## src/rtl/pid_regs.svh

```systemverilog
`ifndef PID_REGS_SVH
`define PID_REGS_SVH

// register indices; byte address is four times the index
`define PID_CTRL_IDX      8'hE9
`define PID_NEG_EN_IDX    8'hEA
`define PID_POS_EN_IDX    8'hEB
`define PID_FLAGS_IDX     8'hEC
`define PID_PRIO_LO_IDX   8'hEF
`define PID_PRIO_HI_IDX   8'hF7

// control register fields
`define PID_CTRL_SEL_LSB  0
`define PID_CTRL_SEL_MSB  1
`define PID_CTRL_T0_BIT   2
`define PID_CTRL_T45_BIT  6
`define PID_CTRL_T67_BIT  7

// priority bit of this source in both priority registers
`define PID_PRIO_BIT      1

// reset values
`define PID_CTRL_RST      8'h00
`define PID_NEG_EN_RST    8'h00
`define PID_POS_EN_RST    8'h00
`define PID_BYTE_ZERO     8'h00

`endif

```

## src/rtl/pid_pkg.sv

```systemverilog
package pid_pkg;

	typedef enum logic [2:0] {
		PID_REG_NONE    = 3'h0,
		PID_REG_CTRL    = 3'h1,
		PID_REG_NEG     = 3'h2,
		PID_REG_POS     = 3'h3,
		PID_REG_FLAGS   = 3'h4,
		PID_REG_PRIO_LO = 3'h5,
		PID_REG_PRIO_HI = 3'h6
	} pid_reg_type;

	typedef enum logic [1:0] {
		PID_BUS_IDLE = 2'h0,
		PID_BUS_ACK  = 2'h1
	} pid_bus_state_type;

	typedef struct packed {
		pid_bus_state_type state;
	} pid_bus_type;

	typedef struct packed {
		logic [7:0] ctrl;
		logic [7:0] neg_en;
		logic [7:0] pos_en;
		logic [7:0] edge_flags;
		logic       prio_lo;
		logic       prio_hi;
		logic [7:0] pin_now;
		logic [7:0] pin_prev;
		logic       primed;
		logic [7:0] rdata;
	} pid_state_type;

endpackage : pid_pkg

```

## src/rtl/pid_top.sv

```systemverilog
`timescale 1ns/1ns
`include "pid_regs.svh"
// Function
// - two-bit select field picks which of four ports feeds the channels
// - control bit 7 sets level or edge type for channels 6 and 7
// - control bit 6 sets level or edge type for channels 4 and 5
// - control bits 2 to 5 set type of channels 0 to 3
// - negative enable per channel arms low level or falling edge detection
// - positive enable per channel arms high level or rising edge detection
// - channel type bit decides whether enables act on levels or edges
// - edge mode: enabled edge sets the flag, which holds until cleared
// - level mode: flag shows inverted pin level, writes ignored
// - both polarity enable registers reset to zero
// - low priority bit 1 in extended priority register, paired with high register
module pid_top
	import pid_pkg::*;
(
	// clock and reset
	input  wire logic        clk_sys,
	input  wire logic        sys_rst,
	// register bus
	input  wire logic [9:0]  avs_address,
	input  wire logic        avs_read,
	input  wire logic        avs_write,
	input  wire logic [3:0]  avs_byteenable,
	input  wire logic [31:0] avs_writedata,
	output logic [31:0]      avs_readdata,
	output logic             avs_waitrequest,
	// port pins
	input  wire logic [7:0]  port0_pins,
	input  wire logic [7:0]  port1_pins,
	input  wire logic [7:0]  port2_pins,
	input  wire logic [7:0]  port3_pins,
	// toward the core
	output logic             pin_irq,
	output logic             pin_irq_priority_low,
	output logic             pin_irq_priority_high
);

	// ************************************************************
	// state
	// ************************************************************

	pid_state_type s_q;
	pid_state_type s_d;
	pid_reg_type   reg_sel;
	logic          rd_stb;
	logic          wr_stb;
	logic [7:0]    port_mux;
	logic [7:0]    edge_mode;
	logic [7:0]    flag_d;
	logic [7:0]    flag_rd;
	logic [7:0]    hit;
	logic [7:0]    flag_clr;
	logic [7:0]    wbyte;

	// ************************************************************
	// type decoding
	// ************************************************************

	function automatic logic type_bit(input logic [7:0] ctrl, input int ch);
		if (ch >= 6) begin
			type_bit = ctrl[`PID_CTRL_T67_BIT];
		end else if (ch >= 4) begin
			type_bit = ctrl[`PID_CTRL_T45_BIT];
		end else begin
			type_bit = ctrl[`PID_CTRL_T0_BIT + ch];
		end
	endfunction : type_bit

	always_comb begin
		case (s_q.ctrl[`PID_CTRL_SEL_MSB:`PID_CTRL_SEL_LSB])
			2'h0:    port_mux = port0_pins;
			2'h1:    port_mux = port1_pins;
			2'h2:    port_mux = port2_pins;
			2'h3:    port_mux = port3_pins;
			default: port_mux = port0_pins;
		endcase
	end

	// ************************************************************
	// bus slave
	// ************************************************************

	pid_avmm u_bus (
		.clk_sys         (clk_sys),
		.sys_rst         (sys_rst),
		.avs_address     (avs_address),
		.avs_read        (avs_read),
		.avs_write       (avs_write),
		.avs_byteenable  (avs_byteenable),
		.avs_waitrequest (avs_waitrequest),
		.reg_sel         (reg_sel),
		.rd_stb          (rd_stb),
		.wr_stb          (wr_stb)
	);

	assign wbyte    = avs_writedata[7:0];
	// a zero written to an edge flag clears it, a one leaves it
	assign flag_clr = (wr_stb && reg_sel == PID_REG_FLAGS) ? ~wbyte : 8'h00;

	// ************************************************************
	// channels
	// ************************************************************

	for (genvar i = 0; i < 8; i++) begin : g_chan
		assign edge_mode[i] = type_bit(s_q.ctrl, i);

		pid_chan u_chan (
			.pin_now   (s_q.pin_now[i]),
			.pin_prev  (s_q.pin_prev[i]),
			.primed    (s_q.primed),
			.edge_mode (edge_mode[i]),
			.neg_en    (s_q.neg_en[i]),
			.pos_en    (s_q.pos_en[i]),
			.flag_q    (s_q.edge_flags[i]),
			.clr       (flag_clr[i]),
			.flag_d    (flag_d[i]),
			.flag_rd   (flag_rd[i]),
			.hit       (hit[i])
		);
	end

	// ************************************************************
	// next state
	// ************************************************************

	always_comb begin
		s_d            = s_q;
		s_d.pin_now    = port_mux;
		// first sample stands in as its own predecessor, so reset shows no false edge
		s_d.pin_prev   = s_q.primed ? s_q.pin_now : port_mux;
		s_d.primed     = 1'b1;
		s_d.edge_flags = flag_d;
		if (wr_stb) begin
			case (reg_sel)
				PID_REG_CTRL:    s_d.ctrl    = wbyte;
				PID_REG_NEG:     s_d.neg_en  = wbyte;
				PID_REG_POS:     s_d.pos_en  = wbyte;
				PID_REG_PRIO_LO: s_d.prio_lo = wbyte[`PID_PRIO_BIT];
				PID_REG_PRIO_HI: s_d.prio_hi = wbyte[`PID_PRIO_BIT];
				default:         s_d.ctrl    = s_q.ctrl;
			endcase
		end
		if (rd_stb) begin
			case (reg_sel)
				PID_REG_CTRL:    s_d.rdata = s_q.ctrl;
				PID_REG_NEG:     s_d.rdata = s_q.neg_en;
				PID_REG_POS:     s_d.rdata = s_q.pos_en;
				PID_REG_FLAGS:   s_d.rdata = flag_rd;
				PID_REG_PRIO_LO: s_d.rdata = {6'h00, s_q.prio_lo, 1'h0};
				PID_REG_PRIO_HI: s_d.rdata = {6'h00, s_q.prio_hi, 1'h0};
				default:         s_d.rdata = `PID_BYTE_ZERO;
			endcase
		end
	end

	always_ff @(posedge clk_sys) begin
		if (sys_rst) begin
			s_q.ctrl       <= `PID_CTRL_RST;
			s_q.neg_en     <= `PID_NEG_EN_RST;
			s_q.pos_en     <= `PID_POS_EN_RST;
			s_q.edge_flags <= `PID_BYTE_ZERO;
			s_q.prio_lo    <= 1'b0;
			s_q.prio_hi    <= 1'b0;
			s_q.pin_now    <= `PID_BYTE_ZERO;
			s_q.pin_prev   <= `PID_BYTE_ZERO;
			s_q.primed     <= 1'b0;
			s_q.rdata      <= `PID_BYTE_ZERO;
		end else begin
			s_q <= s_d;
		end
	end

	// ************************************************************
	// outputs
	// ************************************************************

	assign avs_readdata          = {24'h000000, s_q.rdata};
	assign pin_irq               = |hit;
	assign pin_irq_priority_low  = s_q.prio_lo;
	assign pin_irq_priority_high = s_q.prio_hi;
endmodule : pid_top

```

## src/rtl/pid_chan.sv

```systemverilog
`timescale 1ns/1ns
module pid_chan
	import pid_pkg::*;
(
	// sampled pin
	input  wire logic pin_now,
	input  wire logic pin_prev,
	input  wire logic primed,
	// configuration
	input  wire logic edge_mode,
	input  wire logic neg_en,
	input  wire logic pos_en,
	// flag state and software clear
	input  wire logic flag_q,
	input  wire logic clr,
	// results
	output logic      flag_d,
	output logic      flag_rd,
	output logic      hit
);

	logic fall;
	logic rise;
	logic edge_hit;

	// one edge per pair of samples, so each edge sets the flag once
	assign fall     = primed & pin_prev & ~pin_now;
	assign rise     = primed & ~pin_prev & pin_now;
	assign edge_hit = (neg_en & fall) | (pos_en & rise);

	always_comb begin
		if (!edge_mode) begin
			flag_d = 1'b0;
		end else if (edge_hit) begin
			// a new edge beats a clear in the same cycle
			flag_d = 1'b1;
		end else if (clr) begin
			flag_d = 1'b0;
		end else begin
			flag_d = flag_q;
		end
	end

	// level mode: flag mirrors inverted pin, writes have no effect
	assign flag_rd = edge_mode ? flag_q : ~pin_now;
	assign hit     = edge_mode ? flag_q : ((neg_en & ~pin_now) | (pos_en & pin_now));

endmodule : pid_chan

```

## src/rtl/pid_avmm.sv

```systemverilog
`timescale 1ns/1ns
`include "pid_regs.svh"
module pid_avmm
	import pid_pkg::*;
(
	// clock and reset
	input  wire logic        clk_sys,
	input  wire logic        sys_rst,
	// avalon request
	input  wire logic [9:0]  avs_address,
	input  wire logic        avs_read,
	input  wire logic        avs_write,
	input  wire logic [3:0]  avs_byteenable,
	output logic             avs_waitrequest,
	// strobes to the register file
	output pid_reg_type      reg_sel,
	output logic             rd_stb,
	output logic             wr_stb
);

	pid_bus_type s_q;
	pid_bus_type s_d;

	function automatic pid_reg_type decode(input logic [7:0] idx);
		case (idx)
			`PID_CTRL_IDX:    decode = PID_REG_CTRL;
			`PID_NEG_EN_IDX:  decode = PID_REG_NEG;
			`PID_POS_EN_IDX:  decode = PID_REG_POS;
			`PID_FLAGS_IDX:   decode = PID_REG_FLAGS;
			`PID_PRIO_LO_IDX: decode = PID_REG_PRIO_LO;
			`PID_PRIO_HI_IDX: decode = PID_REG_PRIO_HI;
			default:          decode = PID_REG_NONE;
		endcase
	endfunction : decode

	// one wait cycle: read data are captured first, writes land on release
	always_comb begin
		s_d = s_q;
		case (s_q.state)
			PID_BUS_IDLE: begin
				if (avs_read || avs_write) begin
					s_d.state = PID_BUS_ACK;
				end
			end
			PID_BUS_ACK: begin
				s_d.state = PID_BUS_IDLE;
			end
			default: begin
				s_d.state = PID_BUS_IDLE;
			end
		endcase
	end

	always_ff @(posedge clk_sys) begin
		if (sys_rst) begin
			s_q.state <= PID_BUS_IDLE;
		end else begin
			s_q <= s_d;
		end
	end

	assign reg_sel         = decode(avs_address[9:2]);
	assign avs_waitrequest = (avs_read | avs_write) & (s_q.state != PID_BUS_ACK);
	assign rd_stb          = avs_read & (s_q.state == PID_BUS_IDLE);
	// data live in byte lane 0 only
	assign wr_stb          = avs_write & (s_q.state == PID_BUS_ACK) & avs_byteenable[0];

endmodule : pid_avmm

```

## config.mk

```make
export PLATFORM = sky130hd
export DESIGN_NAME = pid_top
export DESIGN_NICKNAME = d
export VERILOG_FILES = /design/src/rtl/pid_pkg.sv /design/src/rtl/pid_top.sv /design/src/rtl/pid_chan.sv /design/src/rtl/pid_avmm.sv
export VERILOG_INCLUDE_DIRS = /design/src /design/src/rtl
export SDC_FILE = /design/constraint.sdc
export NUM_CORES = 1
export LEC_CHECK = 0
export BUFFER_PORTS_ARGS = -buffer_cell sky130_fd_sc_hd__buf_2
export CORE_ASPECT_RATIO = 1.2
export CORE_MARGIN = 10
export CORE_UTILIZATION = 53
export CTS_CLUSTER_SIZE = 40
export DETAILED_ROUTE_END_ITERATION = 8
export PLACE_DENSITY = 0.85
export SYNTH_ARGS = -nofsm -noshare
export SYNTH_HDL_FRONTEND = slang
export SYNTH_SLANG_ARGS = --single-unit
```

## constraint.sdc

```tcl
create_clock -name clk_sys -period 2.38 [get_ports clk_sys]
set_input_delay 0.119 -clock clk_sys [delete_from_list [all_inputs] [get_ports clk_sys]]
set_output_delay 0.119 -clock clk_sys [all_outputs]
set_load 0.02 [all_outputs]
```

## After elaboration in Yosys (flattened, before gate mapping)

Cells that the tools add are included.

| storage, ports and cells | value |
|---|---|
| register bits | 60 |
| output and inout bits | 36 |
| word-level logic and storage cells | 207 |

| operators by class | value |
|---|---|
| equality and inequality tests | 15 |
| mux-type cells | 39 |
| bitwise logic cells | 110 |
| reduce and logical (&&, ||, !) cells | 25 |

Operators by type and width:

| kind | number |
|---|---|
| AND 1 bit | 68 |
| == test 8 bit, second input constant | 6 |
| case mux 8 bit (6 select lines) | 1 |
| 2-to-1 mux 1 bit | 32 |
| case mux 8 bit (4 select lines) | 1 |
| 2-to-1 mux 8 bit | 3 |
| NOT 1 bit | 24 |
| case mux 3 bit (6 select lines) | 1 |
| bitwise OR 1 bit | 17 |
| nonzero test 2 bit | 8 |
| OR reduction 2 bit | 7 |
| AND reduction 2 bit | 5 |
| == test 3 bit, second input constant | 3 |
| 2-to-1 mux 9 bit | 1 |
| NOT 8 bit | 1 |
| OR reduction 8 bit | 1 |
| == test 3 x 2 -> 1 bit, second input constant | 2 |
| == test 2 bit, second input constant | 2 |
| logical NOT 2 bit | 2 |
| == test 3 x 1 -> 1 bit, second input constant | 1 |
| == test 2 x 1 -> 1 bit, second input constant | 1 |
| logical AND 1 bit | 1 |
| logical OR 1 bit | 1 |

## Logic depth before layout (Yosys ltp)

Gate-level depths: netlist (run 1).

| logic depth | value |
|---|---|
| depth in word-level cells | 7 |
| gate-level depth with buffers | 6 |
| gate-level depth less buffers | 5 |

## Cells and area by module

Synthesis (run 1) repeated with hierarchy kept, for this count alone.

| unflattened totals | value |
|---|---|
| cells, all modules | 381 |
| area, all modules | 3,210.6 sq um |

By module, submodules not included:

| module | instances | cells each | area an instance (sq um) | sequential area each (sq um) |
|---|---|---|---|---|
| pid_top | 1 | 291 | 2,680.1 | 1,181.1 |
| pid_chan | 8 | 9 | 50.0 | 0.0 |
| pid_avmm | 1 | 18 | 130.1 | 20.0 |

## Worst setup path before layout (run 1)

Ideal clock, no wire load.

| timing | value |
|---|---|
| path kind | flip-flop to output port |
| start point | register s_q[48] (netlist name) |
| end point | output pin_irq |
| arrival time | 1.465 ns |
| data required time | 2.261 ns |
| setup slack | 0.796 ns |
| cell stages (with the launch flop) | 5 |
| path buffers | 0 |
| cell sequence | dfxtp_1 > nor2b_1 > a2111oi_0 > a21oi_1 > or4_1 |

| on the way | value |
|---|---|
| longest elaborated chain between the ends | 4 |

Ends and longest elaborated chain:

| item | RTL line | text |
|---|---|---|
| AND 1 bit | pid_chan.sv:46 | `assign hit = edge_mode ? flag_q : ((neg_en & ~pin_now) \| (pos_en & pin_now));` |
| bitwise OR 1 bit | pid_chan.sv:46 |  |
| 2-to-1 mux 1 bit | pid_chan.sv:46 |  |
| OR reduction 8 bit | pid_top.sv:180 | `assign pin_irq = \|hit;` |
| to (decl) | pid_top.sv:35 | `output logic pin_irq,` |

No other way between the ends.

## Worst setup path in the final report (run 1)

| timing | value |
|---|---|
| start point | register s_q[22] (netlist name) |
| end point | output pin_irq |

| on the way | value |
|---|---|
| longest elaborated chain between the ends | 5 |

Ends and longest elaborated chain:

| item | RTL line |
|---|---|
| NOT 1 bit | pid_chan.sv:46 |
| AND 1 bit | pid_chan.sv:46 |
| bitwise OR 1 bit * | pid_chan.sv:46 |
| 2-to-1 mux 1 bit * | pid_chan.sv:46 |
| OR reduction 8 bit * | pid_top.sv:180 |

Mark *: on every way between the ends. The rest lies on a longest branch, timed or not.

==> summary.txt, run 1 <==
Layout
  • Fin util: 60.7%
  • Total Nets Final: 500
  • Area Overhead vs Synth: 13.1%
  • Share of cells above drive strength 1: 24.6%
  • Finished Cell Area: 0.00363 mm²
  • N_diodes: 0

Floorplan
  • Die Wd: just over 90 µm
  • Die Span Y: about 110 µm
  • Num rows: 31
  • # IOs: 118
  • Initial core utilization: 53.7%
  • Die ar.: 0.00958 mm²
  • Core area: 0.00597 mm²

Timing
  • Tcrit/Tclk final: 94.4%
  • Clock skew: 4.65 ps
  • Final hold vios: 0
  • Final Max Slew Viols: 0
  • Slew @ Worst Pin: 802 ps
  • Setup violations, final: 0
  • Setup tns final: 0 ps
  • RSZ-0062 raised after global routing: no
  • Fmax: about 450 MHz
  • Relative slew slack: 46.4%
  • Final Critical Period: 2250 ps

Hold path
  • Hold path depth: 3
  • Hold Startpoint: avs_writedata[6]
  • Worst hold-check path type: input pin to register
  • Hold EP: s_q[41]$_SDFFE_PP0P_

Worst setup path
  • Required time of the critical path: 2260 ps
  • Crit start category: register
  • Data arrival, critical path: 2130 ps
  • Worst reg-to-reg path cell count: 5
  • Crit-path cells: nor2b_1 > a2111oi_0 > a21oi_1 > or4_1 > buf_2
  • CP top delay family: simple AND/OR/NAND/NOR gates
  • Buffer and inverter count on the worst path: 1
  • Critical Path Sink Type: primary output
  • R2R setup slack: 630 ps
  • Max incr delay on CP: 570 ps
  • Crit path max-delay cell type: or4_1
  • Critical path launch point: s_q[22]$_SDFF_PP0_
  • Reg-to-Reg End: edge_mode[3]$_SDFFE_PP0P_
  • Max FO, Critical Path: 5
  • WS Path Type: register to primary output
  • Worst R2R Start: u_bus.s_q[0]$_SDFFE_PP0N_

Routing
  • DRT Pass-1 Iters: 6
  • Residual DRC: 0
  • Via density per instance: 5.54
  • Routed len/inst: ~16 µm
  • Post-route ant nets: 0
  • Wirelength, routed: 8070 µm
  • DR vias: between 2000 and 3000
  • Drt first-iter violations: 192

Global routing
  • GRT Total Usage: 16.9%
  • Antenna violations before repair: 0
  • GR Overflow Total: 0
  • Largest net degree at the start of global routing: 22
  • Vias in the first global route: approximately 2800
  • First-pass GRT wire length: 13200 µm

Synthesis
  • Asr flop ratio synth: 0%
  • Avg Synthesized Cell Area: 8.74 µm²
  • Synthesized cell area: 0.00321 mm²
  • Primary FF master, synth: dfxtp_1
  • Compound-Gate Fraction of Synth Area: ~14%
  • Simple-gate portion of the synthesized area: between 20% and 30%
  • Post-synthesis adder-cell area fraction: 0.312%
  • Cells after Synth: around 370
  • Unique masters post-synth: 46
  • Synth warn: 0
  • Flops & latches, synth: 60
  • Post-synthesis mux area share: 16.2%
  • Seq/Total Area, Yosys: between 30% and 40%
  • Largest family of logic cells by synthesized area: simple AND/OR/NAND/NOR gates
  • Synth Area in XOR/XNOR: 0%
  • Number of synthesized flops with an enable pin: 0

Outcome
  • Status: finished clean

Clocking
  • Worst-path clk slew: 60 ps
  • CTS max path bufs: 2
  • Cts bufs inserted: 9
  • Root Driver: clkbuf_8
  • CTS tree: done
  • Hold_buf cts: 0
  • Latest clock arrival within the worst-skew pair: 350 ps
  • Htree depth: 3
  • Clock sinks: 60
  • Post_cts resized: 0
  • Post-CTS setup buffers: 0

Power
  • VDD IR-drop max: 0.333 mV
  • Pleak: 1.48 nW
  • Total power: 0.00217 W
  • Power per cell area: 598 mW/mm²

Placed design
  • Gp weighted congestion: ~0.9
  • # port buffers: between 60 and 70
  • Hpwl dp: 6110 µm
  • DP Area: 0.00343 mm²

Flow run
  • Max cap viols: 0
[worst register-to-register path: cells and delay by family (launching register included)]
family | cells | cell delay (ps)
simple gates | 3 | 780
mux | 1 | 200
flops | 1 | 430
buf+inv | 1 | 230
[power by group]
part	internal [W]	total (W)	switching, W
registers	0.00102	0.00104	0.0000218
clock network	0.000564	0.000942	0.000377
logic	0.0000717	0.000184	0.000112
[placed cells by master (no fill, tap or decap), types with 8 or more instances in the layout]
master    count
conb_1       24
nor2b_1      15
o21ai_0       9
buf_2        64
and2_1        8
mux4_2        8
nand2_1      48
dfxtp_1      60
o21ai_1      11
nor2_1       36
clkbuf_8     12
mux2i_1      26
a21oi_1      24
[registers in the layout, indices dropped and copies added, names as in the netlist]
register / cells
avs_readdata: 8
u_bus.s_q: 1
s_q: 43
edge_mode: 6
pin_irq_priority_low: 1
pin_irq_priority_high: 1
[logic make-up after synthesis]
family	Yosys count
AND/OR/NAND/NOR	133
AO/OA/AOI/OAI	76
flip-flops	60
buffers and inverters	55
multiplexers	41
adder cells (fa/ha/maj)	1
other	1
[area by class of cell]
class	count	area, µm²
Clock buffer	14	173
Clock inverter	1	30.0
Fill cell	525	2340
Inverter	4	15.0
Multi-Input combinational cell	275	1760
Sequential cell	60	1200
Tap cell	82	103
Timing Repair Buffer	68	350
[synth_stat cells (all sizes together) (2+ instances only)]
library cell | number | share of area (%)
a2111oi | 2 | 0.55
a211oi | 4 | 0.94
a21o | 7 | 1.6
a21oi | 24 | 3.7
a22oi | 7 | 1.6
and2 | 8 | 1.6
buf | 39 | 8.7
clkbuf | 12 | 1.4
dfxtp | 60 | 37
inv | 4 | 0.47
mux2 | 7 | 2.5
mux2i | 26 | 8.1
mux4 | 8 | 5.6
nand2 | 48 | 5.6
nand3 | 5 | 0.94
nand3b | 2 | 0.47
nand4 | 2 | 0.86
nor2 | 37 | 4.6
nor2b | 17 | 3.6
nor3 | 3 | 0.62
nor3b | 2 | 0.62
o21ai | 20 | 3.1
o22ai | 6 | 1.2
o32ai | 4 | 1.1
or3 | 2 | 0.39
[metrics by stage]
| stage | hold slack, ps | worst slack (ps) | std cells |
|---|---|---|---|
| floorplan | 259 | 796 | 390 |
| global placement | 398 | 619 | 489 |
| detailed placement | 412 | 526 | 489 |
| CTS | 38.5 | 149 | 504 |
| global route | 63.9 | 39.6 | 504 |
| finish | 46.8 | 134 | 504 |
[worst max path at each step]
stage	to	cells past startpoint	slack (ps)
6_report	pin_irq	5	130
5_1_grt	pin_irq	5	40
4_1_cts	pin_irq	5	150
3_5_place_dp	pin_irq	5	530
3_3_place_gp	pin_irq	5	620
2_1_floorplan	pin_irq	4	800
[routing by layer]
layer	vias up	part of all wire (%)	global-route usage (%)	wire, µm
met5	-	0	0	0
met4	0	3.5	11.1	284
met3	25	9.6	5.11	774
met2	167	48	28.8	3840
met1	1270	39	17.5	3170
li1	1331	-	-	-
Power figures use the tool's default switching activity.
==> run 2, diff against run 1 <==
--- a/config.mk
+++ b/config.mk
@@ -6,10 +6,11 @@
 export SDC_FILE = /design/constraint.sdc
 export NUM_CORES = 1
 export LEC_CHECK = 0
+export ABC_AREA = 1
 export BUFFER_PORTS_ARGS = -buffer_cell sky130_fd_sc_hd__buf_2
 export CORE_ASPECT_RATIO = 1.2
 export CORE_MARGIN = 10
-export CORE_UTILIZATION = 53
+export CORE_UTILIZATION = 54
 export CTS_CLUSTER_SIZE = 40
 export DETAILED_ROUTE_END_ITERATION = 8
 export PLACE_DENSITY = 0.85
==> summary.txt, run 2 <==
Timing
  • RSZ-0062 raised after global routing: no
  • Setup violations, final: 0
  • Relative slew slack: 61.5%
  • Slew @ Worst Pin: 576 ps
  • Setup tns final: 0 ps
  • Fmax: 567 MHz
  • Final Max Slew Viols: 0
  • Final Critical Period: 1760 ps
  • Clock skew: 11.4 ps
  • Tcrit/Tclk final: 74.1%
  • Final hold vios: 0

Routing
  • Via density per instance: roughly 5
  • Routed len/inst: 13.6 µm
  • Residual DRC: 0
  • Drt first-iter violations: 280
  • DRT Pass-1 Iters: 5
  • Wirelength, routed: about 8600 µm
  • DR vias: 3250
  • Post-route ant nets: 0

Power
  • P_sw: 0.000564 W
  • P_int: 0.00167 W
  • Power per cell area: approximately 590 mW/mm²
  • Seq pwr share: between 40% and 50%
  • Switching share of total power: 25.2%
  • VDD IR-drop max: about 0.32 mV
  • Part of the power in combinational logic: 9.3%
  • Pleak: 1.72 nW
  • Clk pwr share: 44.2%
  • Total power: 0.00224 W

Global routing
  • GRT Total Usage: 17.7%
  • Vias in the first global route: 3210
  • Antenna violations before repair: 0
  • Largest net degree at the start of global routing: 28
  • First-pass GRT wire length: 14300 µm
  • GR Overflow Total: 0

Placed design
  • Placed insts: 616
  • Gp weighted congestion: 0.895
  • # port buffers: 64
  • Hpwl dp: about 6600 µm

Clocking
  • Cts bufs inserted: 9
  • Root Driver: clkbuf_8
  • Clock sinks: 60
  • CTS tree: done
  • Hold_buf cts: 0
  • Htree depth: 3
  • Latest clock arrival within the worst-skew pair: 360 ps
  • Post_cts resized: 0
  • CTS max path bufs: 2
  • Worst-path clk slew: about 70 ps
  • Post-CTS setup buffers: 0

Hold path
  • Hold EP: s_q[17]$_SDFF_PP0_
  • Worst hold-check path type: input pin to register
  • Hold Startpoint: port0_pins[0]
  • Hold path depth: 3

Synthesis
  • Asr flop ratio synth: 0%
  • Yosys top cell by area: dfxtp_1
  • Flops & latches, synth: 60
  • Cells after Synth: 487
  • Primary FF master, synth: dfxtp_1
  • Avg Synthesized Cell Area: a little under 7 µm²
  • Area contributors post-synth: dfxtp_1 (36%), nand2_1 (11%), a21oi_1 (7.8%), buf_4 (7.3%), inv_1 (6.0%)
  • Most common cell in the synthesized netlist: nand2_1
  • Synthesized cell area: 0.00338 mm²
  • Synth warn: 0
  • Most frequent cells after synthesis: nand2_1 (98), dfxtp_1 (60), inv_1 (54)
  • Top-area cell type share of the netlist area: between 30% and 40%
  • Unique masters post-synth: 33
  • Number of synthesized flops with an enable pin: 0
  • Seq/Total Area, Yosys: 35.5%

Layout
  • Most frequent cells in the layout: nand2_1 (98), buf_2 (64), dfxtp_1 (60)
  • Total Nets Final: 627
  • Fin util: 62.9%
  • Area Overhead vs Synth: 12.6%
  • Most common cell after layout, fill and taps aside: nand2_1
  • N_diodes: 0
  • Max reg flops: 43
  • Final Non-Filler Cells: 632
  • Share of cells above drive strength 1: about 21%
  • Biggest register: s_q

Worst setup path
  • R2R setup slack: 940 ps
  • Critical Path Sink Type: primary output
  • Crit start category: register
  • Reg-to-Reg End: s_q[51]$_SDFFE_PP0P_
  • Max FO, Critical Path: 5
  • Worst R2R Start: u_bus.s_q[0]$_SDFFE_PP0N_
  • WS Path Type: register to primary output
  • Required time of the critical path: 2260 ps
  • Data arrival, critical path: 1640 ps
  • Worst reg-to-reg path cell count: 5

Outcome
  • Status: finished clean

Flow run
  • Max cap viols: 0

Floorplan
  • Die Span Y: 107 µm
  • Num rows: 31
  • Core area: 0.00605 mm²
  • Die ar.: 0.00984 mm²
  • # IOs: 118
  • Initial core utilization: 55.9%
  • Die Wd: 92.2 µm
==> run 2: cell types whose count changed after synthesis, sizes merged, moves of 6 or more <==
cell,delta
nand2,+58
inv,+57
o21ai,+48
a21oi,+30
nand3,+30
mux2i,-26
nor2b,-17
clkbuf,-9
and2,-8
mux4,-8
a22oi,-7
mux2,-7
a21o,-6
o22ai,-6
==> run 2: cell families after synthesis <==
group,synth area share (%)
DFF,35.5
buffers and inverters,16.7
other,0.111
and+or+nand+nor,28.1
AOI/OAI and AO/OA,19.6
==> run 2: routing by layer <==
layer | global-route usage [%] | up-vias | part of all wire, %
li1 | - | 1648 | -
met1 | 19.3 | 1433 | 41
met2 | 30.2 | 147 | 48
met3 | 4.61 | 22 | 8.5
met4 | 11.0 | 0 | 2.6
met5 | 0 | - | 0
==> run 2: area by class of cell <==
class | count | area, µm²
Fill cell | 572 | 2240
Multi-Input combinational cell | 344 | 1700
Sequential cell | 60 | 1200
Timing Repair Buffer | 67 | 343
Inverter | 63 | 244
Clock buffer | 9 | 124
Tap cell | 82 | 103
Clock inverter | 7 | 91.3
==> run 2: critical path, cell delays in order (launching register included) <==
cell	delay, ps
dfxtp_1	420
nor2_1	90
a21oi_1	130
nand3_1	80
a21oi_1	200
nand4_1	170
buf_2	200
==> run 2: power groups by stage <==
stage | Clock (W) | Combinational (W) | Sequential [W]
floorplan | 0 | 0.000162 | 0.00106
global placement | 0 | 0.000200 | 0.00106
detailed placement | 0 | 0.000204 | 0.00106
CTS | 0.000992 | 0.000205 | 0.00104
global route | 0.00104 | 0.000231 | 0.00104
finish | 0.000988 | 0.000208 | 0.00104
==> run 2: worst max-delay path by stage <==
stage / endpoint / slack (ps) / start / cells after the start
2_1_floorplan: edge_mode[3]$_SDFFE_PP0P_ / 1190 / u_bus.s_q[0]$_SDFFE_PP0N_ / 6
3_3_place_gp: s_q[45]$_SDFFE_PP0P_ / 990 / avs_address[6] / 7
3_5_place_dp: s_q[45]$_SDFFE_PP0P_ / 960 / u_bus.s_q[0]$_SDFFE_PP0N_ / 5
4_1_cts: pin_irq / 650 / s_q[24]$_SDFF_PP0_ / 6
5_1_grt: pin_irq / 580 / s_q[24]$_SDFF_PP0_ / 6
6_report: pin_irq / 620 / s_q[24]$_SDFF_PP0_ / 6
==> run 2: through the flow <==
| step | worst slack [ps] | hold WS, ps | area (µm²) |
|---|---|---|---|
| finish | 617 | 18.3 | 3810 |
| global route | 580 | 50.9 | 3810 |
| CTS | 647 | 20.4 | 3810 |
| detailed placement | 961 | 380 | 3590 |
| global placement | 988 | 367 | 3590 |
| floorplan | 1190 | 271 | 3470 |
==> run 3, diff against run 2 <==
--- a/config.mk
+++ b/config.mk
@@ -6,14 +6,14 @@
 export SDC_FILE = /design/constraint.sdc
 export NUM_CORES = 1
 export LEC_CHECK = 0
-export ABC_AREA = 1
+export ABC_AREA = 0
 export BUFFER_PORTS_ARGS = -buffer_cell sky130_fd_sc_hd__buf_2
 export CORE_ASPECT_RATIO = 1.2
 export CORE_MARGIN = 10
-export CORE_UTILIZATION = 54
+export CORE_UTILIZATION = 45
 export CTS_CLUSTER_SIZE = 40
 export DETAILED_ROUTE_END_ITERATION = 8
-export PLACE_DENSITY = 0.85
+export PLACE_DENSITY = 0.77
 export SYNTH_ARGS = -nofsm -noshare
 export SYNTH_HDL_FRONTEND = slang
 export SYNTH_SLANG_ARGS = --single-unit
==> constraint.sdc (replaced) <==
create_clock -name clk_sys -period 1.61 [get_ports clk_sys]
set_input_delay 0.0805 -clock clk_sys [delete_from_list [all_inputs] [get_ports clk_sys]]
set_output_delay 0.0805 -clock clk_sys [all_outputs]
set_load 0.02 [all_outputs]
==> summary.txt, run 3 (synthesized netlist as in run 1, its figures left out) <==
Outcome
  • Status: complete, but fails checks
  • Failing checks: setup timing

Placed design
  • Post-Place Worst Slack: -73.3 ps
  • Placed insts: 526
  • # port buffers: 64
  • Hpwl dp: between 6000 and 7000 µm
  • Gp weighted congestion: ~0.86

Hold path
  • Hold Startpoint: avs_writedata[4]
  • Worst hold-check path type: input pin to register
  • Hold path depth: 3

Timing
  • Fmax: 505 MHz
  • Clock skew: 10.2 ps
  • Setup violations, final: 1
  • Final Critical Period: 1980 ps
  • Tcrit/Tclk final: 123%
  • RSZ-0062 raised after global routing: yes
  • Final worst-path setup slack: -371 ps
  • Final hold vios: 0
  • Final Max Slew Viols: 0

Floorplan
  • Die ar.: 0.0109 mm²
  • Initial core utilization: a little under half
  • Core area: 0.00690 mm²
  • Die Span Y: about 110 µm
  • Die Wd: 97.1 µm
  • # IOs: 118
  • Num rows: 33

Layout
  • Max reg flops: 43
  • Biggest register: s_q
  • Fin util: about three fifths
  • Total Nets Final: approximately 530
  • N_diodes: 0
  • Most common cell after layout, fill and taps aside: buf_2
  • Share of cells above drive strength 1: 34.4%
  • Most frequent cells in the layout: buf_2 (63), dfxtp_1 (53), nand2_1 (47)
  • Final Non-Filler Cells: 544
  • Area Overhead vs Synth: 26.2%

Worst setup path
  • Critical Path Sink Type: primary output
  • Data arrival, critical path: 1900 ps
  • Crit path max-delay cell type: or4_1
  • Required time of the critical path: around 1500 ps
  • Max FO, Critical Path: 3
  • Worst R2R Start: u_bus.s_q[0]$_SDFFE_PP0N_
  • Crit-path cells: nor2b_4 > a2111oi_4 > a21oi_1 > or4_1 > buf_6
  • Max incr delay on CP: about 550 ps
  • Worst reg-to-reg path cell count: 5
  • Critical path launch point: s_q[22]$_SDFF_PP0_
  • Crit start category: register
  • WS Path Type: register to primary output

Power
  • Total power: between 0.003 and 0.004 W
  • Power per cell area: about 830 mW/mm²
  • Pleak: 1.69 nW
  • VDD IR-drop max: 0.558 mV

Global routing
  • GR Overflow Total: 0
  • Vias in the first global route: 3032
  • First-pass GRT wire length: 14400 µm
  • Largest net degree at the start of global routing: 28
  • GRT Total Usage: 15.9%
  • Antenna violations before repair: 0

Clocking
  • Cts bufs inserted: 9
  • Hold_buf cts: 0
  • Htree depth: 3
  • Latest clock arrival within the worst-skew pair: 350 ps
  • Worst-path clk slew: 70 ps
  • Clock sinks: 60
  • CTS tree: done
  • Root Driver: clkbuf_8
  • CTS max path bufs: 2

Routing
  • Via density per instance: 5.41
  • Post-route ant nets: 0
  • Drt first-iter violations: 201
  • Routed len/inst: around 16 µm
  • Residual DRC: 0
  • DR vias: 2941
  • DRT Pass-1 Iters: 5
  • Wirelength, routed: 8980 µm

Flow run
  • Max cap viols: 0
-- run 3: critical path, delay by kind of cell (launching register included) --
| kind | cells | cell delay (ps) |
|---|---|---|
| buf+inv | 1 | 150 |
| flops | 1 | 400 |
| compound gates | 2 | 400 |
| simple gates | 2 | 620 |
-- run 3: metrics by stage --
stage / setup TNS, ps / hold slack [ps] / area, µm²
2_1_floorplan: 0 / 221 / 3300
3_3_place_gp: -50.4 / 358 / 3700
3_5_place_dp: -94.6 / 369 / 3700
4_1_cts: -336 / 7.07 / 3960
5_1_grt: -443 / 26.0 / 4050
6_report: -371 / 14.5 / 4050
-- run 3: timing repair --
| item | in CTS | in global routing |
|---|---|---|
| endpoints found under the setup margin | 5 | 5 |
| resized for setup | 18 | 12 |
| buffers inserted | 0 | 2 |
| cloned | 0 | 0 |
| pin swaps | 3 | 3 |
| hold endpoints to repair | 0 | 0 |
-- run 3: area by class of cell --
type / instances / area [µm²]
timing repair buffer: 102 / 637
clock inverter: 4 / 72.6
inverter: 4 / 15.0
clock buffer: 12 / 145
fill: 600 / 2840
tap: 87 / 109
multi-input combinational: 275 / 1860
sequential: 60 / 1210
-- run 3: worst paths after layout --
| check | endpoint | slack (ps) |
|---|---|---|
| hold / removal | s_q[39]$_SDFFE_PP0P_ | 10 |
| setup / recovery | pin_irq | -370 |
| hold reg to reg | avs_readdata[2]$_SDFFE_PP0P_ | 450 |
| setup reg to reg | s_q[51]$_SDFFE_PP0P_ | 120 |
-- run 3: metal layers --
metal	vias to the layer above	wire, µm	global-route usage [%]
met1	1369	3600	17.1
met5	-	0	0
li1	1401	-	-
met2	142	4380	27.1
met4	0	299	9.16
met3	29	699	4.72
-- run 3: power by group --
part	switching, W	internal [W]	total (W)
clock network	0.000586	0.000912	0.00150
registers	0.0000296	0.00151	0.00154
logic	0.000180	0.000131	0.000311
